<file path="src/hw/scr_pkg.sv">
// Package with register map, field positions and timing for the system control bank.
package scr_pkg;
   // ------------------------------------------------------------------
   // Register byte offsets
   // ------------------------------------------------------------------
   localparam logic [8:0] OFF_BOOT = 9'h000;
   localparam logic [8:0] OFF_RST = 9'h004;
   localparam logic [8:0] OFF_LPWR = 9'h008;
   localparam logic [8:0] OFF_CLK = 9'h00c;
   localparam logic [8:0] OFF_DPIN = 9'h014;
   localparam logic [8:0] OFF_DBG = 9'h01c;
   localparam logic [8:0] OFF_WRISE = 9'h020;
   localparam logic [8:0] OFF_WFALL = 9'h024;
   localparam logic [8:0] OFF_WPEND = 9'h028;
   localparam logic [8:0] OFF_PDIV = 9'h038;
   localparam logic [8:0] OFF_SRST = 9'h040;
   localparam logic [8:0] OFF_FRST = 9'h050;
   localparam logic [8:0] OFF_SCLK = 9'h060;
   localparam logic [8:0] OFF_FCLK = 9'h070;
   localparam logic [8:0] OFF_SHALT = 9'h080;
   localparam logic [8:0] OFF_ID = 9'h100;
   // ------------------------------------------------------------------
   // Field positions
   // ------------------------------------------------------------------
   localparam int FLAG_LSB = 25;
   localparam int CLEAR_ALL_BIT = 24;
   localparam int EXT_GATE_BIT = 1;
   localparam int SW_RST_BIT = 0;
   localparam int FDIV_HI_LSB = 12;
   localparam int FDIV_LO_LSB = 8;
   localparam int PLL_RDY_BIT = 6;
   localparam int PLL_ON_BIT = 5;
   localparam int XTAL_RDY_BIT = 4;
   localparam int XTAL_BYP_BIT = 3;
   localparam int XTAL_ON_BIT = 2;
   localparam int HALT_CAL_BIT = 4;
   localparam int HALT_FWD_BIT = 3;
   // ------------------------------------------------------------------
   // Widths, reset values and timing
   // ------------------------------------------------------------------
   localparam int SLOW_UNITS = 29;
   localparam int FAST_UNITS = 4;
   localparam int WAKE_SRC = 9;
   localparam int CAUSES = 7;
   localparam logic [31:0] SLOW_RST_INIT = 32'h0000_0000;
   localparam logic [31:0] CLK_GATE_INIT = 32'h0000_0000;
   localparam logic [2:0] BOOT_LATCH_EDGE = 3'h4;
   localparam logic [31:0] ID_DEFAULT = 32'h5ca1_0001; // Value is arbitrary.
   localparam logic [6:0] FLAG_INIT = 7'h04; // Power-on flag set.
   // Reset cause index within the flag field (bit 25 + index).
   localparam int C_EXT = 0;
   localparam int C_PIN = 1;
   localparam int C_POR = 2;
   localparam int C_SFT = 3;
   localparam int C_FWD = 4;
   localparam int C_WDG = 5;
   localparam int C_LPW = 6;
endpackage

</file>
<file path="src/hw/scr_sysctl.sv">
// System control register bank on a classic Wishbone slave.
`timescale 1ns/1ps
`default_nettype none
// Overview of operation
// - Primary low boots flash; high/secondary-low boots ROM.
// - Boot pins latched on fourth edge after reset.
// - Offset zero shows latched boot pins read-only.
// - Seven sticky reset-cause flags, bits 31..25.
// - Writing bit 24 clears all cause flags.
// - Bit 1 gates the external-logic reset.
// - Writing bit 0 triggers software reset.
// - Low-power field selects sleep, stop, standby.
// - Flash clock divides system clock by field+1.
// - Bit 5 powers PLL; bit 6 shows ready.
// - Crystal on, bypass, and ready status bits.
// - Five bits release debug pins for general use.
// - Debug halts calendar and free watchdog if set.
// - Rise/fall selects enable wake sources per edge.
// - Selected wake event sets its pending bit.
// - Peripheral bus clock divides by field+1.
// - Slow-bus unit resets held while bit set.
// - Four fast-bus unit resets held while set.
// - Clock gates use reset bit positions.
// - Set bits halt slow-bus clocks in debug.
// - Offset 0x100 returns fixed identifier, writes ignored.
module scr_sysctl #(
   parameter logic [31:0] CHIP_IDENTIFIER = scr_pkg::ID_DEFAULT // Value is arbitrary.
) (
   input wire logic core_clk,
   input wire logic reset_pin,
   input wire logic por_n,
   input wire logic wb_cyc_i,
   input wire logic wb_stb_i,
   input wire logic wb_we_i,
   input wire logic [31:0] wb_adr_i,
   input wire logic [31:0] wb_dat_i,
   input wire logic [3:0] wb_sel_i,
   output logic [31:0] wb_dat_o,
   output logic wb_ack_o,
   output logic wb_err_o,
   input wire logic startup_pin_primary,
   input wire logic startup_pin_secondary,
   input wire logic [6:0] reset_cause_in,
   input wire logic external_logic_reset_req,
   output logic device_reset_req,
   output logic boot_from_rom,
   output logic [1:0] low_power_select_field,
   output logic flash_clk_tick,
   output logic peripheral_bus_tick,
   output logic pll_power,
   input wire logic pll_ready,
   output logic crystal_power,
   output logic crystal_bypass,
   input wire logic crystal_clock_ready,
   output logic [4:0] debug_pin_user,
   input wire logic debug_active,
   output logic halt_calendar,
   output logic halt_free_watchdog,
   input wire logic [7:0] external_interrupt_lines,
   input wire logic calendar_alarm,
   output logic [8:0] wake_pending,
   output logic [28:0] slow_unit_reset,
   output logic [3:0] fast_unit_reset,
   output logic [28:0] slow_unit_clk_en,
   output logic [3:0] fast_unit_clk_en
);
   // ------------------------------------------------------------------
   // Bus decode
   // ------------------------------------------------------------------
   // Each access answers one cycle after the request; ack drops next cycle.
   logic ack_r;
   logic err_r;
   logic [31:0] rdat_r;
   wire req = wb_cyc_i & wb_stb_i & ~ack_r & ~err_r;
   wire [8:0] off = wb_adr_i[8:0];
   wire hi_zero = (wb_adr_i[31:9] == '0);
   wire wr = req & wb_we_i;
   // Byte-lane write mask built from sel.
   wire [31:0] bm = {{8{wb_sel_i[3]}}, {8{wb_sel_i[2]}},
                     {8{wb_sel_i[1]}}, {8{wb_sel_i[0]}}};
   wire hit_rst = hi_zero && off == scr_pkg::OFF_RST;
   wire hit_lp = hi_zero && off == scr_pkg::OFF_LPWR;
   wire hit_clk = hi_zero && off == scr_pkg::OFF_CLK;
   wire hit_dp = hi_zero && off == scr_pkg::OFF_DPIN;
   wire hit_dbg = hi_zero && off == scr_pkg::OFF_DBG;
   wire hit_wr = hi_zero && off == scr_pkg::OFF_WRISE;
   wire hit_wf = hi_zero && off == scr_pkg::OFF_WFALL;
   wire hit_wp = hi_zero && off == scr_pkg::OFF_WPEND;
   wire hit_pd = hi_zero && off == scr_pkg::OFF_PDIV;
   wire hit_sr = hi_zero && off == scr_pkg::OFF_SRST;
   wire hit_fr = hi_zero && off == scr_pkg::OFF_FRST;
   wire hit_sc = hi_zero && off == scr_pkg::OFF_SCLK;
   wire hit_fc = hi_zero && off == scr_pkg::OFF_FCLK;
   wire hit_sh = hi_zero && off == scr_pkg::OFF_SHALT;
   wire hit_bt = hi_zero && off == scr_pkg::OFF_BOOT;
   wire hit_id = hi_zero && off == scr_pkg::OFF_ID;
   wire mapped = hit_rst | hit_lp | hit_clk | hit_dp | hit_dbg | hit_wr
      | hit_wf | hit_wp | hit_pd | hit_sr | hit_fr | hit_sc | hit_fc
      | hit_sh | hit_bt | hit_id;
   // ------------------------------------------------------------------
   // Storage
   // ------------------------------------------------------------------
   logic [1:0] boot_r; // Latched boot pins.
   logic [2:0] boot_cnt_r; // Edges since reset release.
   logic [1:0] bp1_r; // Pin synchroniser first stage.
   logic [1:0] bp2_r; // Pin synchroniser second stage.
   logic [6:0] flags_r; // Reset-cause flags.
   logic ext_gate_r;
   logic sw_rst_r; // One-cycle software reset pulse.
   logic [1:0] lp_r;
   logic [7:0] fdiv_r; // High and low flash divider nibbles.
   logic pll_on_r;
   logic xtal_on_r;
   logic xtal_byp_r;
   logic [4:0] dpin_r;
   logic [1:0] dbg_r; // Calendar and free watchdog halt selects.
   logic [8:0] wrise_r;
   logic [8:0] wfall_r;
   logic [3:0] pdiv_r;
   logic [28:0] srst_r;
   logic [3:0] frst_r;
   logic [28:0] sclk_r;
   logic [3:0] fclk_r;
   logic [28:0] shalt_r;
   logic [1:0] stat_s1_r; // Ready status synchroniser first stage.
   logic [1:0] stat_s2_r; // Ready status synchroniser second stage.
   // Write data under the byte mask, one word shared by every register except ext_gate_r.
   wire [31:0] wdm = wb_dat_i & bm;
   // Clear-all and software reset act on a written one in their lane.
   wire clr_all = wr & hit_rst & wdm[scr_pkg::CLEAR_ALL_BIT];
   wire sw_go = wr & hit_rst & wdm[scr_pkg::SW_RST_BIT];
   wire [8:0] wake_clr = (wr & hit_wp) ? wdm[8:0] : 9'h000;
   // External logic reset only counts when its gate is open.
   wire ext_taken = ext_gate_r & external_logic_reset_req;
   wire [6:0] cause_now = {reset_cause_in[6:1], reset_cause_in[0] | ext_taken};
   // ------------------------------------------------------------------
   // Reset-cause flags
   // ------------------------------------------------------------------
   // Held only by the power-on reset, so the core reset does not wipe the
   // history that software wants to read after restarting. A cause that
   // arrives with a clear wins over it.
   always_ff @(posedge core_clk or negedge por_n)
   begin
      if (!por_n)
      begin
         flags_r <= scr_pkg::FLAG_INIT;
      end
      else
      begin
         flags_r <= cause_now | (clr_all ? 7'h00 : flags_r);
      end
   end
   // ------------------------------------------------------------------
   // Boot pin capture
   // ------------------------------------------------------------------
   // Pins are synchronised, then frozen on the fourth edge after release.
   always_ff @(posedge core_clk or negedge reset_pin)
   begin
      if (!reset_pin)
      begin
         bp1_r <= 2'h0;
         bp2_r <= 2'h0;
         boot_cnt_r <= 3'h0;
         boot_r <= 2'h0;
      end
      else
      begin
         bp1_r <= {startup_pin_secondary, startup_pin_primary};
         bp2_r <= bp1_r;
         if (boot_cnt_r != scr_pkg::BOOT_LATCH_EDGE)
         begin
            boot_cnt_r <= boot_cnt_r + 3'h1;
         end
         if (boot_cnt_r == scr_pkg::BOOT_LATCH_EDGE - 3'h1)
         begin
            boot_r <= bp2_r;
         end
      end
   end
   // ROM only when primary high and secondary low; else main flash.
   assign boot_from_rom = boot_r[0] & ~boot_r[1];
   // ------------------------------------------------------------------
   // Control registers
   // ------------------------------------------------------------------
   always_ff @(posedge core_clk or negedge reset_pin)
   begin
      if (!reset_pin)
      begin
         ext_gate_r <= 1'b0;
         sw_rst_r <= 1'b0;
         lp_r <= 2'h0;
         fdiv_r <= 8'h00;
         pll_on_r <= 1'b0;
         xtal_on_r <= 1'b0;
         xtal_byp_r <= 1'b0;
         dpin_r <= 5'h00;
         dbg_r <= 2'h0;
         wrise_r <= 9'h000;
         wfall_r <= 9'h000;
         pdiv_r <= 4'h0;
         srst_r <= scr_pkg::SLOW_RST_INIT[28:0];
         frst_r <= scr_pkg::SLOW_RST_INIT[3:0];
         sclk_r <= scr_pkg::CLK_GATE_INIT[28:0];
         fclk_r <= scr_pkg::CLK_GATE_INIT[3:0];
         shalt_r <= 29'h0;
         stat_s1_r <= 2'h0;
         stat_s2_r <= 2'h0;
      end
      else
      begin
         stat_s1_r <= {pll_ready, crystal_clock_ready};
         stat_s2_r <= stat_s1_r;
         sw_rst_r <= sw_go;
         if (wr & hit_rst & wb_sel_i[0])
         begin
            ext_gate_r <= wb_dat_i[scr_pkg::EXT_GATE_BIT];
         end
         // Byte lanes without sel keep their old bits.
         if (wr & hit_lp)
         begin
            lp_r <= (lp_r & ~bm[1:0]) | wdm[1:0];
         end
         if (wr & hit_clk)
         begin
            fdiv_r <= (fdiv_r & ~bm[15:8]) | wdm[15:8];
            pll_on_r <= (pll_on_r & ~bm[5]) | wdm[5];
            xtal_on_r <= (xtal_on_r & ~bm[2]) | wdm[2];
            xtal_byp_r <= (xtal_byp_r & ~bm[3]) | wdm[3];
         end
         if (wr & hit_dp)
         begin
            dpin_r <= (dpin_r & ~bm[4:0]) | wdm[4:0];
         end
         if (wr & hit_dbg)
         begin
            dbg_r <= (dbg_r & ~bm[4:3]) | wdm[4:3];
         end
         if (wr & hit_wr)
         begin
            wrise_r <= (wrise_r & ~bm[8:0]) | wdm[8:0];
         end
         if (wr & hit_wf)
         begin
            wfall_r <= (wfall_r & ~bm[8:0]) | wdm[8:0];
         end
         if (wr & hit_pd)
         begin
            pdiv_r <= (pdiv_r & ~bm[3:0]) | wdm[3:0];
         end
         if (wr & hit_sr)
         begin
            srst_r <= (srst_r & ~bm[28:0]) | wdm[28:0];
         end
         if (wr & hit_fr)
         begin
            frst_r <= (frst_r & ~bm[3:0]) | wdm[3:0];
         end
         if (wr & hit_sc)
         begin
            sclk_r <= (sclk_r & ~bm[28:0]) | wdm[28:0];
         end
         if (wr & hit_fc)
         begin
            fclk_r <= (fclk_r & ~bm[3:0]) | wdm[3:0];
         end
         if (wr & hit_sh)
         begin
            shalt_r <= (shalt_r & ~bm[28:0]) | wdm[28:0];
         end
      end
   end
   // ------------------------------------------------------------------
   // Wake logic and dividers
   // ------------------------------------------------------------------
   scr_wake #(.N(scr_pkg::WAKE_SRC)) u_wake (
      .core_clk(core_clk),
      .reset_pin(reset_pin),
      .src({calendar_alarm, external_interrupt_lines}),
      .rise_sel(wrise_r),
      .fall_sel(wfall_r),
      .clr(wake_clr),
      .pend(wake_pending)
   );
   // The low nibble is expected to mirror the high one; only high is used.
   scr_clk_div #(.W(4)) u_fdiv (
      .core_clk(core_clk),
      .reset_pin(reset_pin),
      .ratio(fdiv_r[7:4]),
      .tick(flash_clk_tick)
   );
   scr_clk_div #(.W(4)) u_pdiv (
      .core_clk(core_clk),
      .reset_pin(reset_pin),
      .ratio(pdiv_r),
      .tick(peripheral_bus_tick)
   );
   // ------------------------------------------------------------------
   // Outputs
   // ------------------------------------------------------------------
   assign device_reset_req = sw_rst_r | ext_taken;
   assign low_power_select_field = lp_r;
   assign pll_power = pll_on_r;
   assign crystal_power = xtal_on_r;
   assign crystal_bypass = xtal_byp_r;
   assign debug_pin_user = dpin_r;
   assign halt_calendar = debug_active & dbg_r[1];
   assign halt_free_watchdog = debug_active & dbg_r[0];
   assign slow_unit_reset = srst_r;
   assign fast_unit_reset = frst_r;
   // Gate off in debug when the halt bit for that unit is set.
   assign slow_unit_clk_en = sclk_r & ~(shalt_r & {29{debug_active}});
   assign fast_unit_clk_en = fclk_r;
   // ------------------------------------------------------------------
   // Read mux
   // ------------------------------------------------------------------
   wire [31:0] rd_mux =
      hit_bt ? {30'h0, boot_r} :
      hit_rst ? {flags_r, 23'h0, ext_gate_r, 1'b0} :
      hit_lp ? {30'h0, lp_r} :
      hit_clk ? {16'h0, fdiv_r, 1'b0, stat_s2_r[1], pll_on_r,
                 stat_s2_r[0], xtal_byp_r, xtal_on_r, 2'h0} :
      hit_dp ? {27'h0, dpin_r} :
      hit_dbg ? {27'h0, dbg_r, 3'h0} :
      hit_wr ? {23'h0, wrise_r} :
      hit_wf ? {23'h0, wfall_r} :
      hit_wp ? {23'h0, wake_pending} :
      hit_pd ? {28'h0, pdiv_r} :
      hit_sr ? {3'h0, srst_r} :
      hit_fr ? {28'h0, frst_r} :
      hit_sc ? {3'h0, sclk_r} :
      hit_fc ? {28'h0, fclk_r} :
      hit_sh ? {3'h0, shalt_r} :
      hit_id ? CHIP_IDENTIFIER : 32'h0;
   // ------------------------------------------------------------------
   // Bus answer
   // ------------------------------------------------------------------
   always_ff @(posedge core_clk or negedge reset_pin)
   begin
      if (!reset_pin)
      begin
         ack_r <= 1'b0;
         err_r <= 1'b0;
         rdat_r <= 32'h0;
      end
      else
      begin
         ack_r <= req & mapped;
         err_r <= req & ~mapped;
         rdat_r <= (req & ~wb_we_i) ? rd_mux : rdat_r;
      end
   end
   assign wb_ack_o = ack_r;
   assign wb_err_o = err_r;
   assign wb_dat_o = rdat_r;
   // ------------------------------------------------------------------
   // Checks
   // ------------------------------------------------------------------
   a_boot_frozen: assert property (@(posedge core_clk) disable iff (!reset_pin)
      boot_cnt_r == scr_pkg::BOOT_LATCH_EDGE ##1 1'b1 |-> $stable(boot_r))
      else $error("boot latch moved after capture");
   a_boot_rom: assert property (@(posedge core_clk) disable iff (!reset_pin)
      boot_from_rom |-> boot_r == 2'h1)
      else $error("rom boot with wrong pins");
   a_flags_clear: assert property (@(posedge core_clk) disable iff (!por_n)
      clr_all && cause_now == 7'h0 |=> flags_r == 7'h0)
      else $error("clear-all did not clear flags");
   a_flags_keep: assert property (@(posedge core_clk) disable iff (!por_n)
      !clr_all |=> (flags_r & $past(flags_r)) == $past(flags_r))
      else $error("cause flag lost");
   a_sw_reset: assert property (@(posedge core_clk) disable iff (!reset_pin)
      sw_go |=> device_reset_req)
      else $error("software reset not raised");
   a_ext_gate: assert property (@(posedge core_clk) disable iff (!reset_pin)
      !ext_gate_r && !sw_rst_r |-> !device_reset_req)
      else $error("ungated external reset");
   a_debug_halt: assert property (@(posedge core_clk) disable iff (!reset_pin)
      !debug_active |-> slow_unit_clk_en == sclk_r && !halt_calendar)
      else $error("halt outside debug");
   a_id_read: assert property (@(posedge core_clk) disable iff (!reset_pin)
      req && !wb_we_i && hit_id |=> wb_ack_o && wb_dat_o == CHIP_IDENTIFIER)
      else $error("wrong identifier");
   a_ack_once: assert property (@(posedge core_clk) disable iff (!reset_pin)
      wb_ack_o |=> !wb_ack_o)
      else $error("ack held two cycles");
endmodule
`default_nettype wire

</file>
<file path="src/hw/scr_clk_div.sv">
// Programmable clock-enable divider, ratio field plus one.
`timescale 1ns/1ps
`default_nettype none
module scr_clk_div #(
   parameter int W = 4
) (
   input wire logic core_clk,
   input wire logic reset_pin,
   input wire logic [W-1:0] ratio,
   output logic tick
);
   // Cycle counter inside one divided period.
   logic [W-1:0] cnt_r;
   logic [W-1:0] cnt_nxt;
   wire wrap = (cnt_r >= ratio);
   assign cnt_nxt = wrap ? '0 : cnt_r + 1'b1;
   // Tick marks one system cycle per divided period; ratio 0 gives every cycle.
   assign tick = wrap;
   // ------------------------------------------------------------------
   // Counter
   // ------------------------------------------------------------------
   always_ff @(posedge core_clk or negedge reset_pin)
   begin
      if (!reset_pin)
      begin
         cnt_r <= '0;
      end
      else
      begin
         cnt_r <= cnt_nxt;
      end
   end
endmodule
`default_nettype wire

</file>
<file path="src/hw/scr_wake.sv">
// Wake edge detector and sticky pending flags, write one to clear.
`timescale 1ns/1ps
`default_nettype none
module scr_wake #(
   parameter int N = 9
) (
   input wire logic core_clk,
   input wire logic reset_pin,
   input wire logic [N-1:0] src,
   input wire logic [N-1:0] rise_sel,
   input wire logic [N-1:0] fall_sel,
   input wire logic [N-1:0] clr,
   output logic [N-1:0] pend
);
   // Two-stage synchroniser, then a third stage that edge detection reads.
   logic [N-1:0] s1_r;
   logic [N-1:0] s2_r;
   logic [N-1:0] s3_r;
   logic [N-1:0] pend_r;
   logic [N-1:0] evt;
   logic [N-1:0] pend_nxt;
   assign evt = (rise_sel & s2_r & ~s3_r) | (fall_sel & ~s2_r & s3_r);
   // A new event wins over a clear arriving in the same cycle.
   assign pend_nxt = evt | (pend_r & ~clr);
   assign pend = pend_r;
   // ------------------------------------------------------------------
   // Sync and flags
   // ------------------------------------------------------------------
   always_ff @(posedge core_clk or negedge reset_pin)
   begin
      if (!reset_pin)
      begin
         s1_r <= '0;
         s2_r <= '0;
         s3_r <= '0;
         pend_r <= '0;
      end
      else
      begin
         s1_r <= src;
         s2_r <= s1_r;
         s3_r <= s2_r;
         pend_r <= pend_nxt;
      end
   end
   a_pend_sticky: assert property (@(posedge core_clk) disable iff (!reset_pin)
      $past(pend_r) != 0 && $past(clr) == 0 |-> (pend_r & $past(pend_r)) == $past(pend_r))
      else $error("pending flag dropped without clear");
endmodule
`default_nettype wire

</file>
<file path="config.mk">
export PLATFORM = sky130hd
export DESIGN_NAME = scr_sysctl
export DESIGN_NICKNAME = d
export VERILOG_FILES = /design/src/hw/scr_pkg.sv /design/src/hw/scr_sysctl.sv /design/src/hw/scr_clk_div.sv /design/src/hw/scr_wake.sv
export SDC_FILE = /design/constraint.sdc
export NUM_CORES = 1
export LEC_CHECK = 0
export BUFFER_PORTS_ARGS = -buffer_cell sky130_fd_sc_hd__buf_2
export CAP_MARGIN = 15
export CORE_ASPECT_RATIO = 1.2
export CORE_MARGIN = 2
export CORE_UTILIZATION = 61
export CTS_BUF_LIST = sky130_fd_sc_hd__clkbuf_2
export DETAILED_ROUTE_END_ITERATION = 16
export GPL_TIMING_DRIVEN = 0
export PLACE_DENSITY_LB_ADDON = 0.15
export SYNTH_ARGS = -nofsm -noshare
export SYNTH_HDL_FRONTEND = slang
export SYNTH_SLANG_ARGS = --single-unit
</file>
<file path="constraint.sdc">
create_clock -name core_clk -period 5.84 [get_ports core_clk]
set_input_delay 0.876 -clock core_clk [delete_from_list [all_inputs] [get_ports core_clk]]
set_output_delay 0.876 -clock core_clk [all_outputs]
set_load 0.02 [all_outputs]
</file>
**Yosys cells after proc, flatten, opt, wreduce, memory -nomap -nowiden**

Index checks and enable logic that the tools add are counted.
W data, S select, Z words.

- Register bits: 237
- Logic and storage cells: 195
- Input bits: 96
- Output and inout port bits: 125

- Reduce and logical (&&, ||, !) cells: 18
- Muxes and demuxes: 20
- Add/subtract/negate cells: 3
- Equal/unequal tests: 17
- Bitwise logic cells: 102
- Order comparisons: 2

Operators with widths:

| operator | count |
|---|---|
| $mux W31 | 14 |
| $and A29 B29 Y29 | 6 |
| $or A29 B29 Y29 | 3 |
| $mux W32 | 2 |
| $and A9 B9 Y9 | 7 |
| $not A29 Y29 | 2 |
| $eq A9 B6 Y1 const B | 4 |
| $eq A9 B7 Y1 const B | 4 |
| $not A9 Y9 | 4 |
| $or A9 B9 Y9 | 4 |
| $and A1 B1 Y1 | 31 |
| $logic_not A23 Y1 | 1 |
| $or A1 B1 Y1 | 20 |
| $eq A9 B4 Y1 const B | 2 |
| $eq A9 B5 Y1 const B | 2 |
| $logic_and A1 B1 Y1 | 16 |
| $and A4 B4 Y4 | 3 |
| $or A4 B4 Y4 | 3 |
| $eq A9 B3 Y1 const B | 1 |
| $eq A9 B8 Y1 const B | 1 |
| $eq A9 B9 Y1 const B | 1 |
| $logic_not A9 Y1 | 1 |
| $mux W9 | 1 |
| $add A4 B1 Y4 const B | 2 |
| 18 further kinds | 27 |

**Depth between registers and ports, before layout**

Gate-level depths: netlist of run 1.

- Depth in word-level cells: 19
- Mapped depth: 8
- Depth with buffers taken out: 8

**By module**

A second synthesis of run 1 with hierarchy kept.

- Cells, all modules: 873
- Area total of the unflattened synthesis: 10921.7 sq um

Modules (own cells, without submodules):

| module | seq. area each (sq um) | area each (sq um) | times used | cells each |
|---|---|---|---|---|
| scr_sysctl | 4830.9 | 9182.6 | 1 | 747 |
| scr_wake | 900.9 | 1171.1 | 1 | 72 |
| scr_clk_div | 100.1 | 284.0 | 2 | 27 |

**Worst setup path after synthesis of run 1**

Ideal clock, no wire load.

- Path type: input -> register
- From: in wb_adr_i[10]
- To: reg flags_r[0]
- Buffers on the path: 1
- Path slack: 3.050 ns
- Arrival: 2.664 ns
- Library setup time: 0.126 ns
- Data required time: 5.714 ns
- Cell stages on the path: 6
- Cell sequence: nor4_2 nand4_2 buf_4 nor4_4 nand4_4 a221o_1

- Word-level cells in the longest chain between the ends: 6

Ends and longest elaborated chain:

| element | line | text |
|---|---|---|
| from (decl) | scr_sysctl.sv:35 | `input wire logic [31:0] wb_adr_i,` |
| $logic_not A23 Y1 | scr_sysctl.sv:76 | `wire hi_zero = (wb_adr_i[31:9] == '0);` |
| $logic_and A1 B1 Y1 | scr_sysctl.sv:81 | `wire hit_rst = hi_zero && off == scr_pkg::OFF_RST;` |
| $and A1 B1 Y1 (2 in series) | scr_sysctl.sv:130 | `wire clr_all = wr & hit_rst & wdm[scr_pkg::CLEAR_ALL_BIT];` |
| $mux W7 | scr_sysctl.sv:150 | `flags_r <= cause_now \| (clr_all ? 7'h00 : flags_r);` |
| $or A7 B7 Y7 | scr_sysctl.sv:150 |  |
| to (signal assigned) | scr_sysctl.sv:146 | `flags_r <= scr_pkg::FLAG_INIT;` |
| to (signal assigned) | scr_sysctl.sv:150 |  |
| to (decl) | scr_sysctl.sv:107 | `logic [6:0] flags_r;` |

No other way between the ends.
A chain may end at the register's enable or synchronous reset.

==> reports/metrics.cfg, run 1 <==
[critical_path]
cpMaxStageDelayCell=sky130_fd_sc_hd__dfrtp_1
path_buf_inv=1
crit_path_max_delay_family=flip-flops
start_kind=flop
worst_setup_path_end_kind=output pin
crit_fanout=5
crit_arrival_ns=2.44
worst_ep_required_time_ns=4.96
timing.setup.critical_path_class=reg2out
crit_chain=ha_1 -> nand2b_1 -> a21oi_1 -> nor2b_1 -> o21ai_0 -> nand2b_1 -> buf_2
critical_path.max_stage_delay_ns=0.46
cpMostUsedCell=sky130_fd_sc_hd__nand2b_1

[clock_tree]
cts_num_sinks=237
clk_pin_slew_ns=0.13
h-tree-depth=2
cts_buf_count=57
clock_path_buffers=3
worstSkewPairLatency_ns=0.87
cts_tree=built
cts.repair.resized=0
ctsRootBufferMaster=sky130_fd_sc_hd__clkbuf_2
cts.repair_timing.setup_buffer_count=0

[finish]
post_route_cells_drive_above_1_share_pct=40.84
final_cell_mix=236 x sky130_fd_sc_hd__dfrtp_1, 221 x sky130_fd_sc_hd__buf_2, 140 x sky130_fd_sc_hd__mux2_2
layout.filler_cells=1341
finish.net_count=1252
commonest_non_fill_non_tap_cell_in_the_layout=sky130_fd_sc_hd__dfrtp_1
syn2layout_area_growth_pct=18.07

[floorplan]
fp.coreArea_mm2=0.01737
dieWidth_um=124.9
die_outline_area_mm2=0.01863
boundaryPins=221
floorplan.initialDensity_pct=61.60
placement_rows=53
die_height_um=149.1

[routing]
detail-route-antenna-nets=0
post-route-drc-count=0
drt-vias-per-instance=6.018
vias=8467
drt_iter0_markers=699
wl_um=30230
routed_wire_length_per_instance_um=21.49
firstDrtPassIters=5

[timing]
hold-worst-slack_ns=0.1162
finalMaxSlewViolations=0
post-route-min-period_ns=3.318
rsz_0062_raised_after_global_routing=false
timing.final.setup_violations=0
slew_headroom_pct=27.08
max_slew.worst_pin.slew_ns=1.085
final_critical_path_share_of_the_clock_period_pct=56.82
max_freq_mhz=301.4
hold_violations=0
fin_skew_ns=0.08957
final.setup.worst_slack_ns=2.522

[global_routing]
first_global_vias=8524
grt_max_degree=88
number_of_antenna_violations_at_the_first_check_in_global_routing=3
overflow=0
grt_use_total_pct=32.16
grt_first_pass_wirelength_um=46510

[worst_hold_path]
holdCritPathClass=in2reg

[placement]
io_buffers=216
gp_congestion=0.9572
dpl.hpwl_um=21490
pre_cts_ws_ns=1.952

[synthesis]
synthFlopType=sky130_fd_sc_hd__dfrtp_1
yosysWarnings=0
async_reset_ff_share_pct=100.0
postSynthCellCount=864
synth_nets=973
mapped_area_mm2=0.01070
synth_cell_types=68
synth_enable_flop_cells=0
synth-seq-cells=237
synthesis.area_per_instance_um2=12.39
seq_area_frac_synth_pct=55.42

[pwr]
p_per_area_mw_per_mm2=226.2
totalPowerFinal_mw=2.858
static-leakage-power_nw=6.478
worst_case_vdd_ir_drop_v=0.0001600

[outcome]
status=completed

[flow_run]
timing.max_cap.violations=0

[worst reg2reg max path, stage by stage (launching register included)]
cell                       delay (ns)
sky130_fd_sc_hd__dfrtp_1         0.39
sky130_fd_sc_hd__nor2_1          0.15
sky130_fd_sc_hd__and3_1          0.23
sky130_fd_sc_hd__and2_1          0.14
sky130_fd_sc_hd__clkbuf_1        0.39
sky130_fd_sc_hd__nand2_1         0.38
sky130_fd_sc_hd__nor3_2          0.86
sky130_fd_sc_hd__mux2_2          0.41
[metal layers]
metal  global-route usage (%)  part of all wire [%]  wire, µm
met1                    41.63                    40     12210
met2                    51.94                    48     14550
met3                    8.250                   8.2      2472
met4                    14.11                   3.3       991
met5                        0                 0.023         7
[kinds of logic (layout without fill, tap and decap cells)]
kind of cell | count (synthesis) | count (layout) | share of synthesized area [%]
xor+xnor | 5 | 5 | 0.4092
fa+ha+maj | 13 | 13 | 1.520
other cells | 0 | 2 | 0
mux | 156 | 156 | 16.37
buf+inv | 54 | 375 | 1.999
compound gates | 192 | 192 | 12.84
flops | 237 | 237 | 55.42
simple gates | 207 | 207 | 11.44
[stage by stage]
stage | TNS, ns | utilization (%) | cells | instance area, µm²
floorplan | 0 | - | 864 | 10700
global placement | -4.019 | 69.41 | 1300 | 12060
detailed placement | 0 | 69.78 | 1302 | 12120
CTS | 0 | 72.71 | 1405 | 12630
global route | 0 | 72.72 | 1406 | 12630
finish | 0 | 72.74 | 1407 | 12640
[synthesized netlist by cell type, types with 5 or more instances]
cell type,number,share of area [%]
sky130_fd_sc_hd__dfrtp_1,236,55
sky130_fd_sc_hd__mux2_2,140,15
sky130_fd_sc_hd__nand2_1,64,2.2
sky130_fd_sc_hd__o21ai_0,33,1.5
sky130_fd_sc_hd__nor2_1,32,1.1
sky130_fd_sc_hd__a21boi_0,31,2.2
sky130_fd_sc_hd__a21oi_1,25,1.2
sky130_fd_sc_hd__clkbuf_1,25,0.88
sky130_fd_sc_hd__a21o_1,22,1.5
sky130_fd_sc_hd__inv_1,19,0.67
sky130_fd_sc_hd__a22oi_1,17,1.2
sky130_fd_sc_hd__nand3_1,17,0.79
sky130_fd_sc_hd__a222oi_1,15,1.4
sky130_fd_sc_hd__ha_1,13,1.5
sky130_fd_sc_hd__mux2i_1,13,1.2
sky130_fd_sc_hd__and3_1,11,0.64
sky130_fd_sc_hd__nor2_2,10,0.58
sky130_fd_sc_hd__nand4_1,8,0.47
sky130_fd_sc_hd__a221oi_1,7,0.57
sky130_fd_sc_hd__and2_1,7,0.41
sky130_fd_sc_hd__nand2b_1,7,0.41
sky130_fd_sc_hd__nor3_1,7,0.33
sky130_fd_sc_hd__buf_2,6,0.28
sky130_fd_sc_hd__nand3b_1,6,0.42
sky130_fd_sc_hd__nor2b_1,6,0.35
sky130_fd_sc_hd__nor4_2,6,0.70
sky130_fd_sc_hd__a22o_1,5,0.41
sky130_fd_sc_hd__a32oi_1,5,0.41
sky130_fd_sc_hd__nor4_4,5,0.99
sky130_fd_sc_hd__o22ai_1,5,0.29
[final timing paths]
check | startpoint | end | slack [ns] | depth (start not counted)
worst min register to register | bp1_r[0] | bp2_r[0] | 0.36 | 0
min in group asynchronous | por_n | flags_r[4] | 0.36 | 2
worst min-delay path | pll_ready | stat_s1_r[1] | 0.12 | 1
worst max register to register | wb_ack_o | flop | 2.76 | 7
max in group asynchronous | reset_pin | sw_rst_r | 4.10 | 4
worst max-delay path | flop | peripheral_bus_tick | 2.52 | 7
[layout make-up]
class | instances | area (µm²) | share of cell area [%]
buffer | 34 | 138.9 | 1.099
sequential | 237 | 5932 | 46.94
clock inverter | 22 | 92.59 | 0.7327
tap | 220 | 275.3 | 2.178
clock buffer | 79 | 395.4 | 3.129
inverter | 20 | 75.07 | 0.5941
multi-input combinational | 573 | 4557 | 36.06
timing repair buffer | 220 | 1166 | 9.228
antenna | 2 | 5.005 | 0.03960
[report_power, final]
group	internal (mW)	total, mW	switching [mW]
Clock	0.368	1.03	0.667
Combinational	0.0477	0.159	0.111
Sequential	1.66	1.66	0.00878
[timing repair]
| action | 4_1_cts | 5_1_grt |
|---|---|---|
| endpoints found under the setup margin | 0 | 0 |
| hold buffers | 2 | 0 |
| hold endpoints to repair | 69 | 0 |
Note: power is estimated with default switching activity, not from simulation.
==> inputs of run 2 (changes only) <==
--- a/config.mk
+++ b/config.mk
@@ -5,11 +5,12 @@
 export SDC_FILE = /design/constraint.sdc
 export NUM_CORES = 1
 export LEC_CHECK = 0
+export ABC_AREA = 1
 export BUFFER_PORTS_ARGS = -buffer_cell sky130_fd_sc_hd__buf_2
 export CAP_MARGIN = 15
 export CORE_ASPECT_RATIO = 1.2
 export CORE_MARGIN = 2
-export CORE_UTILIZATION = 61
+export CORE_UTILIZATION = 57
 export CTS_BUF_LIST = sky130_fd_sc_hd__clkbuf_2
 export DETAILED_ROUTE_END_ITERATION = 16
 export GPL_TIMING_DRIVEN = 0
==> constraint.sdc (replaced) <==
create_clock -name core_clk -period 3.3 [get_ports core_clk]
set_input_delay 0.495 -clock core_clk [delete_from_list [all_inputs] [get_ports core_clk]]
set_output_delay 0.495 -clock core_clk [all_outputs]
set_load 0.02 [all_outputs]
==> reports/metrics.cfg, run 2 <==
[global_routing]
grt_use_total_pct=32.55  ; +0.39 points
number_of_antenna_violations_at_the_first_check_in_global_routing=5  ; +2
overflow=0  ; unchanged
grt_first_pass_wirelength_um=50180  ; +7.9%
first_global_vias=9770  ; +15%
grt_max_degree=96  ; +9.1%

[placement]
io_buffers=216  ; unchanged
dpl.hpwl_um=22690  ; +5.6%
post_dp_cell_area_mm2=0.01222  ; +0.81%
placed_cells_incl_taps=1709  ; +31%
gp_congestion=0.9530  ; -0.44%

[floorplan]
die_height_um=154.5  ; +3.6%
boundaryPins=221  ; unchanged
placement_rows=55  ; +3.8%
dieWidth_um=129.4  ; +3.6%
die_outline_area_mm2=0.01999  ; +7.3%
floorplan.initialDensity_pct=57.67  ; -3.9 points
fp.coreArea_mm2=0.01865  ; +7.3%

[synthesis]
postSynthCellCount=1235  ; +43%
synthesis.area_per_instance_um2=8.709  ; -30%
synthTopCellsByArea=sky130_fd_sc_hd__dfrtp_1 55%, sky130_fd_sc_hd__nand2_1 10%, sky130_fd_sc_hd__o21ai_0 6.0%, sky130_fd_sc_hd__inv_1 4.5%, sky130_fd_sc_hd__a21oi_1 3.4%
synth_nets=1344  ; +38%
synthFlopType=sky130_fd_sc_hd__dfrtp_1
netlist_top_cells_count=296 x sky130_fd_sc_hd__nand2_1, 236 x sky130_fd_sc_hd__dfrtp_1, 130 x sky130_fd_sc_hd__inv_1
synth-seq-cells=237  ; unchanged
synthDominantAreaCellType=sky130_fd_sc_hd__dfrtp_1
mapped_area_mm2=0.01076  ; +0.49%
async_reset_ff_share_pct=100.0  ; unchanged
seq_area_frac_synth_pct=55.15  ; -0.27 points
synth_top_area_share_pct=54.91  ; -0.27 points
yosysWarnings=0  ; unchanged
yosys.cell_count.top_type=sky130_fd_sc_hd__nand2_1
synth_cell_types=49  ; -28%
synth_enable_flop_cells=0  ; unchanged

[clock_tree]
cts_num_sinks=237  ; unchanged
clk_pin_slew_ns=0.10  ; -0.03 ns
cts_hold_buffers=60  ; +58
cts_tree=built
worstSkewPairLatency_ns=0.88  ; about the same
cts.repair_timing.setup_buffer_count=0  ; unchanged
h-tree-depth=2  ; unchanged
ctsRootBufferMaster=sky130_fd_sc_hd__clkbuf_2
clock_path_buffers=3  ; unchanged
cts_buf_count=56  ; -1.8%
cts.repair.resized=0  ; unchanged

[finish]
stdcell_count=1875  ; +33%
fin_area_mm2=0.01332  ; +5.4%
finish.net_count=1680  ; +34%
layout.filler_cells=1535  ; +14%
commonest_non_fill_non_tap_cell_in_the_layout=sky130_fd_sc_hd__nand2_1
post_route_cells_drive_above_1_share_pct=23.21  ; -18 points
syn2layout_area_growth_pct=23.87
final_cell_mix=296 x sky130_fd_sc_hd__nand2_1, 236 x sky130_fd_sc_hd__dfrtp_1, 228 x sky130_fd_sc_hd__buf_2

[worst_hold_path]
min_path_cells=4  ; +3
holdCritPathClass=in2reg

[timing]
finalMaxSlewViolations=0  ; unchanged
hold_violations=0  ; unchanged
max_slew.worst_pin.slew_ns=0.8745  ; -0.2103 ns
finalSetupTns_ns=0  ; unchanged
fin_skew_ns=0.08162  ; -0.007945 ns
post-route-min-period_ns=2.756
timing.final.setup_violations=0  ; unchanged
hold-worst-slack_ns=0.07242  ; -0.04377 ns
max_freq_mhz=362.9
slew_headroom_pct=41.70  ; +15 points
final_critical_path_share_of_the_clock_period_pct=83.51
rsz_0062_raised_after_global_routing=false

[flow_run]
timing.max_cap.violations=0  ; unchanged

[routing]
drt-vias-per-instance=5.262  ; -13%
vias=9867  ; +17%
wl_um=32050  ; +6.0%
post-route-drc-count=0  ; unchanged
firstDrtPassIters=5  ; unchanged
detail-route-antenna-nets=0  ; unchanged
drt_iter0_markers=657  ; -6.0%
routed_wire_length_per_instance_um=17.10  ; -20%

[critical_path]
r2r_setup_slack_ns=0.89  ; -1.87 ns
worst_ep_required_time_ns=2.80  ; -2.16 ns
crit_fanout=5  ; unchanged
timing.setup.critical_path_class=reg2out
r2r_cells=9  ; +2
crit_arrival_ns=2.26  ; -0.18 ns
start_kind=flop
worst_setup_path_end_kind=output pin

[pwr]
p_per_area_mw_per_mm2=381.3  ; +69%
totalPowerFinal_mw=5.080  ; +78%
static-leakage-power_nw=7.113  ; +9.8%
worst_case_vdd_ir_drop_v=0.0002770  ; +73%

[outcome]
status=completed

-- run 2: changes by cell type after synthesis, moves of 13 or more --
cell,delta
sky130_fd_sc_hd__mux2i_1,-13
sky130_fd_sc_hd__o21ai_1,+54
sky130_fd_sc_hd__inv_1,+111
sky130_fd_sc_hd__nor2_1,+47
sky130_fd_sc_hd__a22oi_1,-14
sky130_fd_sc_hd__mux2_2,-140
sky130_fd_sc_hd__nand3_1,+32
sky130_fd_sc_hd__a21oi_1,+47
sky130_fd_sc_hd__a21o_1,-21
sky130_fd_sc_hd__a21boi_0,-15
sky130_fd_sc_hd__a222oi_1,-15
sky130_fd_sc_hd__nand2_1,+232
sky130_fd_sc_hd__o21ai_0,+95
-- run 2: final timing paths --
check | startpoint | endpoint
setup / recovery | flop | flash_clk_tick
hold / removal | wb_sel_i[1] | u_wake.pend[8]
setup reg to reg | wb_ack_o | flop
hold reg to reg | u_wake.s1_r[2] | u_wake.s2_r[2]
max in group asynchronous | reset_pin | u_pdiv.cnt_r[3]
min in group asynchronous | reset_pin | wb_dat_o[19]
-- run 2: cell families (layout without fill, tap and decap cells) --
| group | Yosys count | after routing | synth area share, % |
|---|---|---|---|
| buffers and inverters | 183 | 564 | 6.898 |
| XOR/XNOR | 5 | 5 | 0.4072 |
| AO/OA/AOI/OAI | 313 | 313 | 16.21 |
| adder cells (fa/ha/maj) | 13 | 13 | 1.512 |
| AND/OR/NAND/NOR | 484 | 484 | 19.82 |
| other | 0 | 3 | 0 |
| flip-flops | 237 | 237 | 55.15 |
-- run 2: routing by layer --
layer	share of wire [%]	vias to the layer above	global-route usage [%]	wire length, µm
met2	48	389	52.96	15500
met4	5.2	4	17.03	1653
li1	-	4764	-	-
met5	0.072	-	0	23
met3	6.8	111	6.953	2191
met1	40	4599	40.79	12690
-- run 2: final cells by class --
class	instances	area (µm²)	share of cell area (%)
tap	256	320.3	2.404
antenna	3	7.507	0.05635
inverter	145	545.5	4.095
timing repair buffer	278	1747	13.11
buffer	38	196.4	1.474
sequential	237	5932	44.52
clock buffer	78	390.4	2.930
clock inverter	25	102.6	0.7701
multi-input combinational	815	4081	30.63
-- run 2: power by group --
| part | internal (mW) | switching, mW |
|---|---|---|
| logic | 0.113 | 0.187 |
| registers | 2.93 | 0.0134 |
| clock network | 0.652 | 1.19 |
-- run 2: critical path: stages (launching register included) --
cell	delay [ns]
sky130_fd_sc_hd__dfrtp_1	0.38
sky130_fd_sc_hd__inv_1	0.06
sky130_fd_sc_hd__ha_1	0.31
sky130_fd_sc_hd__inv_1	0.06
sky130_fd_sc_hd__nor2_1	0.03
sky130_fd_sc_hd__o211ai_1	0.17
sky130_fd_sc_hd__nand3_1	0.19
sky130_fd_sc_hd__buf_2	0.21
-- run 2: metrics by stage --
stage          utilization [%]  worst slack [ns]
2_1_floorplan                -             1.349
3_3_place_gp             65.19            -2.194
3_5_place_dp             65.54            0.5753
4_1_cts                  71.40            0.5119
5_1_grt                  71.44            0.3891
6_report                 71.44            0.5441
